[config.mk]
export PLATFORM = sky130hd
export DESIGN_NAME = spm_engine
export DESIGN_NICKNAME = d
export VERILOG_FILES = /design/src/logic/spm_pkg.sv /design/src/logic/spm_engine.sv
export SDC_FILE = /design/constraint.sdc
export NUM_CORES = 1
export LEC_CHECK = 0
export ABC_AREA = 1
export BUFFER_PORTS_ARGS = -buffer_cell sky130_fd_sc_hd__buf_2
export CAP_MARGIN = 0
export CORE_ASPECT_RATIO = 1.2
export CORE_MARGIN = 5
export CORE_UTILIZATION = 56
export CTS_BUF_LIST = sky130_fd_sc_hd__clkbuf_4 sky130_fd_sc_hd__clkbuf_8 sky130_fd_sc_hd__clkbuf_16
export CTS_CLUSTER_DIAMETER = 50
export DETAILED_ROUTE_END_ITERATION = 10
export PLACE_DENSITY = 0.79
export SLEW_MARGIN = 20
export SYNTH_ARGS = -nofsm -noshare
export SYNTH_HDL_FRONTEND = slang
export SYNTH_SLANG_ARGS = --single-unit
export TNS_END_PERCENT = 20
[constraint.sdc]
create_clock -name clk -period 1.62 [get_ports clk]
set_input_delay 0 -clock clk [delete_from_list [all_inputs] [get_ports clk]]
set_output_delay 0 -clock clk [all_outputs]
set_load 0.005 [all_outputs]
[src/logic/spm_pkg.sv]
// Package for the serial master engine: control bit positions, reset value, states
package spm_pkg;
    localparam int CTL_DONE_POS = 7;
    localparam int CTL_MEN_POS = 6;
    localparam int CTL_FAULT_POS = 5;
    localparam int CTL_SMHI_POS = 3;
    localparam int CTL_SMLO_POS = 2;
    localparam int CTL_IEN_POS = 0;
    localparam logic [7:0] CTL_RESET = 8'h04;
    localparam logic [3:0] BITS_PER_XFER = 4'h8;
    localparam int SCK_HALF_NS = 32;
    localparam int CLK_NS = 8;
    localparam int SCK_HALF_CYC = (SCK_HALF_NS + CLK_NS - 1) / CLK_NS;

    typedef enum logic [1:0] {
        SPM_IDLE = 2'b00,
        SPM_LEAD = 2'b01,
        SPM_TRAIL = 2'b10
    } spm_state_t;

    typedef struct packed {
        logic sck;
        logic mosi;
        logic ss_out;
        logic ss_oe;
    } spm_pins_t;
endpackage

[src/logic/spm_engine.sv]
// Serial master engine with transmit and receive buffers and select modes
//
// How it works
// - Engine acts as bus master while master enable and IEN control bits are both set.
// - Data write fills transmit buffer; moves to empty shifter, starting transfer.
// - During a transfer, bits shift out on MOSI with SCK generated.
// - Transfer done flag sets when the eighth bit's trailing tick arrives, even on an abort in that cycle; earlier aborts leave it unchanged.
// - Done flag with interrupts enabled raises interrupt request.
// - Received bits enter MSB first; full byte moves to receive buffer.
// - Select mode hi 0, lo 1 gives multi-master; select pin is input.
// - Low select input in multi-master clears enables, sets mode fault.
// - Mode fault interrupts if enabled; stays disabled until software re-enables.
// - Both select bits zero: select pin ignored and not driven.
// - Select mode hi one: select pin driven from select mode lo.
// - Clock polarity bit one inverts the SCK waveform.
`timescale 1ns/1ps
`default_nettype none
module spm_engine
    import spm_pkg::*;
#(
    parameter int HALF_CYC = SCK_HALF_CYC
) (
    input wire logic clk,
    input wire logic rst_n,
    input wire logic ctl_wr,
    input wire logic [7:0] ctl_wdata,
    output logic [7:0] ctl_rdata,
    input wire logic data_wr,
    input wire logic [7:0] data_wdata,
    output logic [7:0] data_rdata,
    input wire logic clock_polarity_bit,
    input wire logic clock_phase_bit,
    input wire logic int_enable,
    output logic irq,
    output logic tx_buf_full,
    input wire logic miso,
    input wire logic slave_select_pin,
    output spm_pins_t pins
);

    initial begin
        if (HALF_CYC < 1 || HALF_CYC > 255) begin
            $error("HALF_CYC out of range");
        end
    end

    // ----------------------------------------
    // Input synchronisers
    // ----------------------------------------
    logic [2:0] miso_sync_reg;
    logic [2:0] ss_sync_reg;
    logic ss_in_reg;
    always_ff @(posedge clk or negedge rst_n) begin
        if (!rst_n) begin
            miso_sync_reg <= 3'h7;
            ss_sync_reg <= 3'h7;
            ss_in_reg <= 1'b1;
        end else begin
            miso_sync_reg <= {miso_sync_reg[1:0], miso};
            ss_sync_reg <= {ss_sync_reg[1:0], slave_select_pin};
            if (ss_sync_reg[1] == ss_sync_reg[2]) begin
                ss_in_reg <= ss_sync_reg[2];
            end
        end
    end

    // ----------------------------------------
    // Control register
    // ----------------------------------------
    logic [7:0] ctl_reg;
    logic multi_mode;
    logic fault_hit;
    logic xfer_end;
    assign multi_mode = !ctl_reg[CTL_SMHI_POS] && ctl_reg[CTL_SMLO_POS];
    assign fault_hit = multi_mode && !ss_in_reg;

    always_ff @(posedge clk or negedge rst_n) begin
        if (!rst_n) begin
            ctl_reg <= CTL_RESET;
        end else begin
            if (ctl_wr) begin
                ctl_reg <= ctl_wdata;
            end
            if (fault_hit) begin
                ctl_reg[CTL_MEN_POS] <= 1'b0;
                ctl_reg[CTL_IEN_POS] <= 1'b0;
                ctl_reg[CTL_FAULT_POS] <= 1'b1;
            end
            if (xfer_end) begin
                ctl_reg[CTL_DONE_POS] <= 1'b1;
            end
        end
    end
    assign ctl_rdata = ctl_reg;

    logic master_on;
    assign master_on = ctl_reg[CTL_MEN_POS] && ctl_reg[CTL_IEN_POS];

    // Interrupt from done or fault
    assign irq = int_enable && (ctl_reg[CTL_DONE_POS] || ctl_reg[CTL_FAULT_POS]);

    // ----------------------------------------
    // Transmit buffer
    // ----------------------------------------
    logic [7:0] tx_buf_reg;
    logic tx_full_reg;
    logic load;
    spm_state_t state_reg;
    assign load = tx_full_reg && state_reg == SPM_IDLE && master_on;
    assign tx_buf_full = tx_full_reg;

    always_ff @(posedge clk or negedge rst_n) begin
        if (!rst_n) begin
            tx_buf_reg <= 8'h00;
            tx_full_reg <= 1'b0;
        end else begin
            if (data_wr) begin
                tx_buf_reg <= data_wdata;
                tx_full_reg <= 1'b1;
            end else if (load) begin
                tx_full_reg <= 1'b0;
            end
        end
    end

    // ----------------------------------------
    // Shift engine
    // ----------------------------------------
    logic [7:0] shift_reg;
    logic [7:0] rx_buf_reg;
    logic [3:0] bit_cnt_reg;
    logic [7:0] div_reg;
    logic phase_tick;
    logic sck_reg;
    logic mosi_reg;
    assign phase_tick = div_reg == 8'(HALF_CYC - 1);

    always_ff @(posedge clk or negedge rst_n) begin
        if (!rst_n) begin
            div_reg <= 8'h00;
        end else if (state_reg == SPM_IDLE || phase_tick) begin
            div_reg <= 8'h00;
        end else begin
            div_reg <= div_reg + 8'h01;
        end
    end

    assign xfer_end = state_reg == SPM_TRAIL && phase_tick && bit_cnt_reg == BITS_PER_XFER;

    always_ff @(posedge clk or negedge rst_n) begin
        if (!rst_n) begin
            state_reg <= SPM_IDLE;
            shift_reg <= 8'h00;
            bit_cnt_reg <= 4'h0;
            sck_reg <= 1'b0;
            mosi_reg <= 1'b0;
            rx_buf_reg <= 8'h00;
        end else begin
            case (state_reg)
                SPM_IDLE: begin
                    sck_reg <= 1'b0;
                    if (load) begin
                        shift_reg <= tx_buf_reg;
                        bit_cnt_reg <= 4'h0;
                        mosi_reg <= tx_buf_reg[7];
                        state_reg <= SPM_LEAD;
                    end
                end
                SPM_LEAD: begin
                    if (!master_on) begin
                        sck_reg <= 1'b0;
                        state_reg <= SPM_IDLE;
                    end else if (phase_tick) begin
                        sck_reg <= 1'b1;
                        if (!clock_phase_bit) begin
                            shift_reg <= {shift_reg[6:0], miso_sync_reg[2]};
                        end else begin
                            mosi_reg <= shift_reg[7];
                        end
                        bit_cnt_reg <= bit_cnt_reg + 4'h1;
                        state_reg <= SPM_TRAIL;
                    end
                end
                SPM_TRAIL: begin
                    if (!master_on) begin
                        sck_reg <= 1'b0;
                        state_reg <= SPM_IDLE;
                    end else if (phase_tick) begin
                        sck_reg <= 1'b0;
                        if (clock_phase_bit) begin
                            shift_reg <= {shift_reg[6:0], miso_sync_reg[2]};
                        end else begin
                            mosi_reg <= shift_reg[7];
                        end
                        if (bit_cnt_reg == BITS_PER_XFER) begin
                            rx_buf_reg <= clock_phase_bit ?
                                {shift_reg[6:0], miso_sync_reg[2]} : shift_reg;
                            state_reg <= SPM_IDLE;
                        end else begin
                            state_reg <= SPM_LEAD;
                        end
                    end
                end
                default: begin
                    state_reg <= SPM_IDLE;
                end
            endcase
        end
    end
    assign data_rdata = rx_buf_reg;

    // ----------------------------------------
    // Pins
    // ----------------------------------------
    always_comb begin
        pins.sck = sck_reg ^ clock_polarity_bit;
        pins.mosi = mosi_reg;
        pins.ss_oe = ctl_reg[CTL_SMHI_POS];
        pins.ss_out = ctl_reg[CTL_SMHI_POS] && ctl_reg[CTL_SMLO_POS];
    end

    // ----------------------------------------
    // Assertions
    // ----------------------------------------
    a_fault_clears_en: assert property (@(posedge clk) disable iff (!rst_n)
        fault_hit |=> !ctl_reg[CTL_MEN_POS] && ctl_reg[CTL_FAULT_POS])
        else $error("mode fault did not disable master");
    a_done_sets_flag: assert property (@(posedge clk) disable iff (!rst_n)
        xfer_end |=> ctl_reg[CTL_DONE_POS])
        else $error("done flag not set");
    a_irq_on_done: assert property (@(posedge clk) disable iff (!rst_n)
        int_enable && ctl_reg[CTL_DONE_POS] |-> irq)
        else $error("irq missing");
    a_load_starts: assert property (@(posedge clk) disable iff (!rst_n)
        load |=> state_reg == SPM_LEAD && shift_reg == $past(tx_buf_reg))
        else $error("load did not start transfer");
    a_idle_no_master: assert property (@(posedge clk) disable iff (!rst_n)
        !master_on && state_reg == SPM_IDLE |=> state_reg == SPM_IDLE)
        else $error("transfer without master enable");
    a_ss_drive_mode: assert property (@(posedge clk) disable iff (!rst_n)
        ctl_reg[CTL_SMHI_POS] |-> pins.ss_oe && pins.ss_out == ctl_reg[CTL_SMLO_POS])
        else $error("select output wrong");
    a_ss_quiet_3w: assert property (@(posedge clk) disable iff (!rst_n)
        !ctl_reg[CTL_SMHI_POS] && !ctl_reg[CTL_SMLO_POS] |-> !pins.ss_oe && !fault_hit)
        else $error("select used in 3-wire mode");
    a_sck_polarity: assert property (@(posedge clk) disable iff (!rst_n)
        state_reg == SPM_IDLE |-> pins.sck == clock_polarity_bit)
        else $error("idle sck polarity wrong");
    a_eight_bits: assert property (@(posedge clk) disable iff (!rst_n)
        xfer_end |-> bit_cnt_reg == 4'h8)
        else $error("transfer length not eight");
    a_sck_toggles: assert property (@(posedge clk) disable iff (!rst_n)
        state_reg == SPM_LEAD && phase_tick && master_on |=> sck_reg)
        else $error("sck did not rise");
    a_sck_falls: assert property (@(posedge clk) disable iff (!rst_n)
        state_reg == SPM_TRAIL && phase_tick && master_on |=> !sck_reg)
        else $error("sck did not fall");
    a_irq_on_fault: assert property (@(posedge clk) disable iff (!rst_n)
        int_enable && ctl_reg[CTL_FAULT_POS] |-> irq)
        else $error("irq missing on mode fault");
    a_fault_stays_off: assert property (@(posedge clk) disable iff (!rst_n)
        ctl_reg[CTL_FAULT_POS] && !master_on && !ctl_wr |=> !master_on)
        else $error("master re-enabled without software");
    a_done_holds: assert property (@(posedge clk) disable iff (!rst_n)
        ctl_reg[CTL_DONE_POS] && !ctl_wr |=> ctl_reg[CTL_DONE_POS])
        else $error("done flag cleared by hardware");
    a_rx_on_end: assert property (@(posedge clk) disable iff (!rst_n)
        xfer_end && !clock_phase_bit |=> data_rdata == $past(shift_reg))
        else $error("receive buffer not updated");
    a_abort_idle: assert property (@(posedge clk) disable iff (!rst_n)
        state_reg != SPM_IDLE && !master_on |=> state_reg == SPM_IDLE && !sck_reg)
        else $error("abort did not return to idle");
    a_idle_no_start: assert property (@(posedge clk) disable iff (!rst_n)
        state_reg == SPM_IDLE && !load |=> state_reg == SPM_IDLE)
        else $error("transfer started without load");
    a_load_clears_full: assert property (@(posedge clk) disable iff (!rst_n)
        load && !data_wr |=> !tx_buf_full)
        else $error("buffer still full after load");
    a_mosi_first_bit: assert property (@(posedge clk) disable iff (!rst_n)
        load |=> pins.mosi == $past(tx_buf_reg[7]))
        else $error("first bit not msb");
    a_cnt_bound: assert property (@(posedge clk) disable iff (!rst_n)
        bit_cnt_reg <= BITS_PER_XFER)
        else $error("bit count overrun");

    // ----------------------------------------
    // Cover points
    // ----------------------------------------
    c_transfer_done: cover property (@(posedge clk) disable iff (!rst_n) xfer_end);
    c_three_wire: cover property (@(posedge clk) disable iff (!rst_n)
        !ctl_reg[CTL_SMHI_POS] && !ctl_reg[CTL_SMLO_POS] && master_on);
    c_four_wire: cover property (@(posedge clk) disable iff (!rst_n)
        ctl_reg[CTL_SMHI_POS] && master_on);
    c_mode_fault: cover property (@(posedge clk) disable iff (!rst_n) fault_hit);
    c_back_to_back: cover property (@(posedge clk) disable iff (!rst_n)
        xfer_end ##1 load);

endmodule
`default_nettype wire

After elaboration in Yosys (flattened, before gate mapping) --
Index checks and enable logic that the tools add are counted.
Word-level totals: flip-flop bits (word level) 56, bits of input ports 25, logic and storage cells 97
Cells by class: add/sub/neg operators 2, muxes and demuxes 39, reduce and logical (&&, ||, !) cells 25, bitwise operators 1, eq/ne operators 15
Operators with widths (count):
- 2-to-1 mux 8 bit | 9
- one-hot mux 8 bit (3 select lines) | 1
- 2-to-1 mux 1 bit | 16
- != test 2 bit (second input constant) | 8
- 2-to-1 mux 2 bit | 6
- 2-to-1 mux 4 bit | 3
- logical AND 1 bit | 9
- adder 8 x 1 -> 8 bit (second input constant) | 1
- == test 8 x 2 -> 1 bit (second input constant) | 1
- one-hot mux 4 bit (2 select lines) | 1
- AND reduction 4 bit | 2
- AND reduction 8 bit | 1
- nonzero test 2 bit | 4
- AND reduction 7 bit | 1
- != test 3 bit (second input constant) | 2
- one-hot mux 1 bit (3 select lines) | 2
- one-hot mux 2 bit (3 select lines) | 1
- AND reduction 3 bit | 2
- adder 4 x 1 -> 4 bit (second input constant) | 1
- == test 4 bit (second input constant) | 1
- nonzero test 3 bit | 1
- == test 2 x 1 -> 1 bit (second input constant) | 1
- == test 2 bit (second input constant) | 1
- zero test 1 bit | 2
- 4 further kinds | 5

Depth between registers and ports, before layout --
word-level depth 5, gate-level depth with buffers 10

Worst setup path before layout --
No wires, ideal clock.
path type register to register, start register state_reg[1], end register shift_reg[0], slack 0.153 ns, data arrival time 1.350 ns, library setup time 0.116 ns, cell stages (with the launch flop) 10, clock period less this slack 1.467 ns, required time 1.504 ns, path through dfrtp_1 inv_1 ha_1 buf_2 nand2_2 nand2_1 nor2_1 nand3_2 nand2_1 nand2_1
Between the ends: longest elaborated chain between the ends 5, elaborated cells between the ends (all ways) 14
Ends and longest elaborated chain:
- start, declared | line spm_engine.sv:108 | spm_state_t state_reg;
- start signal, assigned | line spm_engine.sv:152 | state_reg <= SPM_IDLE;
- start signal, assigned | line spm_engine.sv:166 | state_reg <= SPM_LEAD;
- start signal, assigned | line spm_engine.sv:172 | state_reg <= SPM_IDLE;
- zero test 2 bit | line spm_engine.sv:109, spm_engine.sv:159
- logical AND 1 bit (2 in a row) | line spm_engine.sv:109 | assign load = tx_full_reg && state_reg == SPM_IDLE && master_on;
- != test 2 bit (no source line)
- AND reduction 7 bit (no source line)
- end signal, assigned | line spm_engine.sv:163 | shift_reg <= tx_buf_reg;
- end signal, assigned | line spm_engine.sv:176 | shift_reg <= {shift_reg[6:0], miso_sync_reg[2]};
- end signal, assigned | line spm_engine.sv:191 | shift_reg <= {shift_reg[6:0], miso_sync_reg[2]};
- end, declared | line spm_engine.sv:129 | logic [7:0] shift_reg;
Several ways; a longest one is shown, not always the timed one. A chain may end at the register's enable or synchronous reset.

Worst setup path in the final report --
start register div_reg[0], end register shift_reg[5]
Between the ends: longest elaborated chain between the ends 3, elaborated cells between the ends (all ways) 4
Ends and longest elaborated chain:
- start, declared | line spm_engine.sv:132 | logic [7:0] div_reg;
- start signal, assigned | line spm_engine.sv:144 | div_reg <= div_reg + 8'h01;
- == test 8 x 2 -> 1 bit (*) | line spm_engine.sv:136 | assign phase_tick = div_reg == 8'(HALF_CYC - 1);
- != test 2 bit (no source line)
- AND reduction 7 bit (no source line) (*)
Mark *: on every way between the ends. The rest lies on a longest branch, timed or not.

==> metrics.yaml <==
start_kind: "flop"
stdcell_area_um2: 3566
fin_tns_setup_ps: 0
critPathMaxFanout: 8
final_antenna_net_count: 0
timing.rr.start: "div_reg[0]$_DFF_PN0_"
p_switching_w: 0.001656
synth_top_family_by_area: "simple AND/OR/NAND/NOR gates"
finalCritPeriodShare: 0.9377
synth_flop_cell: "dfrtp_1"
final-max-slew-violation-count: 0
antenna_found_initial: 0
multi_input_area_um2: 1303
dp.cells: 443
worstMarginPinSlew_ps: 516.9
core_area_um2: 4975
syn_nets: 369
fin_worst_skew_ps: 12.34
cts.reportedPaths.clkPinSlew_ps: 100
synth_xor_area_frac: 0.006087
wl_mm: 5.854
seqPwrFrac: 0.396
initial_core_util: 0.5785
num_vias: 2338
peakVddDrop_mv: 0.7495
cts_tree: "yes"
r2r_end: "shift_reg[5]$_DFFE_PN0P_"
nets: 440
drt_iter0_drc: 100
dp_hpwl_mm: 4.180
p_clk_frac: 0.210
instances_no_fill: 469
layout_commonest_cell: "nand2_1"
path_class: "flop to flop"
synth_enable_flop_cells: 0
cts.sinks: 56
syn2layout_area_growth_pct: 23.91
routabilityCongestion: 0.8205
power.internal_w: 0.002810
drc_errors: 0
setup_violations: 0
layout-drive-gt1-share: 0.2567
power.leakage_nw: 1.801
grt_remaining_overflow: 0
fmaxAchievable_mhz: 658.3
seq_area_frac_synth: 0.4904
syn_inst: 337
status: "finished, final reports clean"
num-fill-cells: 369
finalHoldViolCount: 0
synthSimpleGateAreaFrac: 0.2678
firstDrtPassIters: 4
cpPeakStageDelay_ps: 390
die_w_um: 75.44
r2r_slack_ps: 100
synth_area_leaders: "dfrtp_1 42%, nand2_1 14%, dfstp_2 7.3%"
synth_top_area_share: 0.4174
final_cell_mix: "105 x nand2_1, 48 x dfrtp_1, 46 x buf_2"
relSlewSlack: 0.6554
diodes: 0
rows: 28
portBuffers: 46
viasPerCell: 4.985
avgRoutedWirePerCell_um: 12.48
numCtsBuffers: 5
grt_max_degree: 36
critPathRequiredTime_ps: 1880
cap_violations: 0
crit_family: "simple AND/OR/NAND/NOR gates"
netlist_area_um2: 2878
ys_warn_count: 0
htree_levels: 2
muxShareOfSynthArea: 0.02261
ys_types: 36
r2r_cells: 9
end_kind: "flop"
synth_area_per_cell_um2: 8.539
die_y_um: 88.53
clock_latency_ps: 310
holdCritStartpoint: "data_wr"
utilization: 0.7168
slowest_stage: "dfrtp_1"
synth_compound_area_frac: 0.1035
power.density_nw_per_um2: 1252
ys_ff_latch: 56
die-area_um2: 6678
crit_chain: "ha_1, inv_2, nor2_8, nand3_4, nand2_2, nand2_4, nor2_8, nand2_1, nand2_1"
placed_cell_area_um2: 3227
finalWorstPathRequiredPeriod_ps: 1519
synth_top_area_cell: "dfrtp_1"
min-delay-path-class: "input pin to flop"
clockRootBuffer: "clkbuf_8"
p_comb_frac: 0.394
grt_pass1_vias: 2282
holdPathEnd: "tx_buf_reg[7]$_DFFE_PN0P_"
gr-usage-all-layers: 0.1921
switching_share: 0.3708
seq_area_um2: 1411
hold_depth: 3
path_buf_inv: 1
ios: 47
synth-adder-area-share: 0.03391
synth-async-reset-ratio: 1.000
arrival_ps: 1780
clockBufferDepth: 2
grt_pass1_wl_mm: 9.839
fin_hold_ws_ps: 13.56
==> per-layer routing <==
layer  wire (µm)  GRT usage  up-vias  share of wire
met4          76    0.05405        0          0.013
li1            -          -     1217              -
met1        2515     0.2395     1050           0.43
met3         402    0.04432        8          0.069
met2        2859     0.3307       63           0.49
met5           0          0        -              0
==> how the worst max path moves through the flow <==
stage / start / end / cells after the start
after detailed placement: state_reg[0]$_DFFE_PN0P_ / shift_reg[3]$_DFFE_PN0P_ / 8
after global placement: state_reg[0]$_DFFE_PN0P_ / shift_reg[7]$_DFFE_PN0P_ / 8
final: div_reg[0]$_DFF_PN0_ / shift_reg[5]$_DFFE_PN0P_ / 9
after floorplan: state_reg[1]$_DFFE_PN0P_ / shift_reg[0]$_DFFE_PN0P_ / 9
after CTS: state_reg[0]$_DFFE_PN0P_ / data_rdata[6]$_DFFE_PN0P_ / 7
after global routing: div_reg[0]$_DFF_PN0_ / mosi_reg$_DFFE_PN0P_ / 10
==> cells in the mapped netlist, types with 3 or more instances <==
library cell	number
nor3b_1	3
nor2_1	13
nor2_8	3
inv_1	40
dfstp_2	8
dfrtp_1	48
nor3_1	4
a21oi_1	14
nand2_2	4
o21ai_0	15
o21ai_1	14
nand2_4	4
ha_1	7
nand2_1	106
a22oi_1	7
buf_2	6
mux2_2	4
inv_2	5
nand3_1	12
==> power groups by stage <==
stage                     clock network [W]  logic, W  registers, W
after CTS                          0.000952   0.00170       0.00177
after floorplan                           0   0.00121       0.00176
after detailed placement                  0   0.00166       0.00179
after global placement                    0   0.00162       0.00179
after global routing                0.00101   0.00202       0.00180
final                              0.000936   0.00176       0.00177
==> logic make-up after synthesis <==
group | count (synthesis)
simple gates | 157
flops | 56
compound gates | 54
buf+inv | 54
fa+ha+maj | 8
mux | 6
xor+xnor | 2
==> stage by stage <==
stage	power, W	setup WS [ps]
final	0.004465	101.0
after CTS	0.004420	36.94
after global placement	0.003409	78.08
after detailed placement	0.003454	10.90
after global routing	0.004826	-36.59
after floorplan	0.002971	153.4
==> worst reg2reg max path: cells and delay by family (launching register included) <==
kind,cells,cell delay (ps)
simple gates,7,770
buf+inv,1,80
flops,1,390
fa+ha+maj,1,220
==> cell type report <==
type,count,area share
repair buffers,72,0.1382
clock buffers,6,0.02140
clock inverters,2,0.01088
flip-flops and latches,56,0.3958
inverters,45,0.04737
well taps,60,0.02105
multi-input cells,228,0.3653
==> what timing repair did <==
item,CTS,global route
resized for setup,1,9
endpoints found under the setup margin,3,12
hold buffers,17,0
endpoints found under the hold margin,34,0
pin swaps,0,1
cloned,0,1
buffers inserted,0,0
No activity file was read; power rests on OpenSTA's default activity.
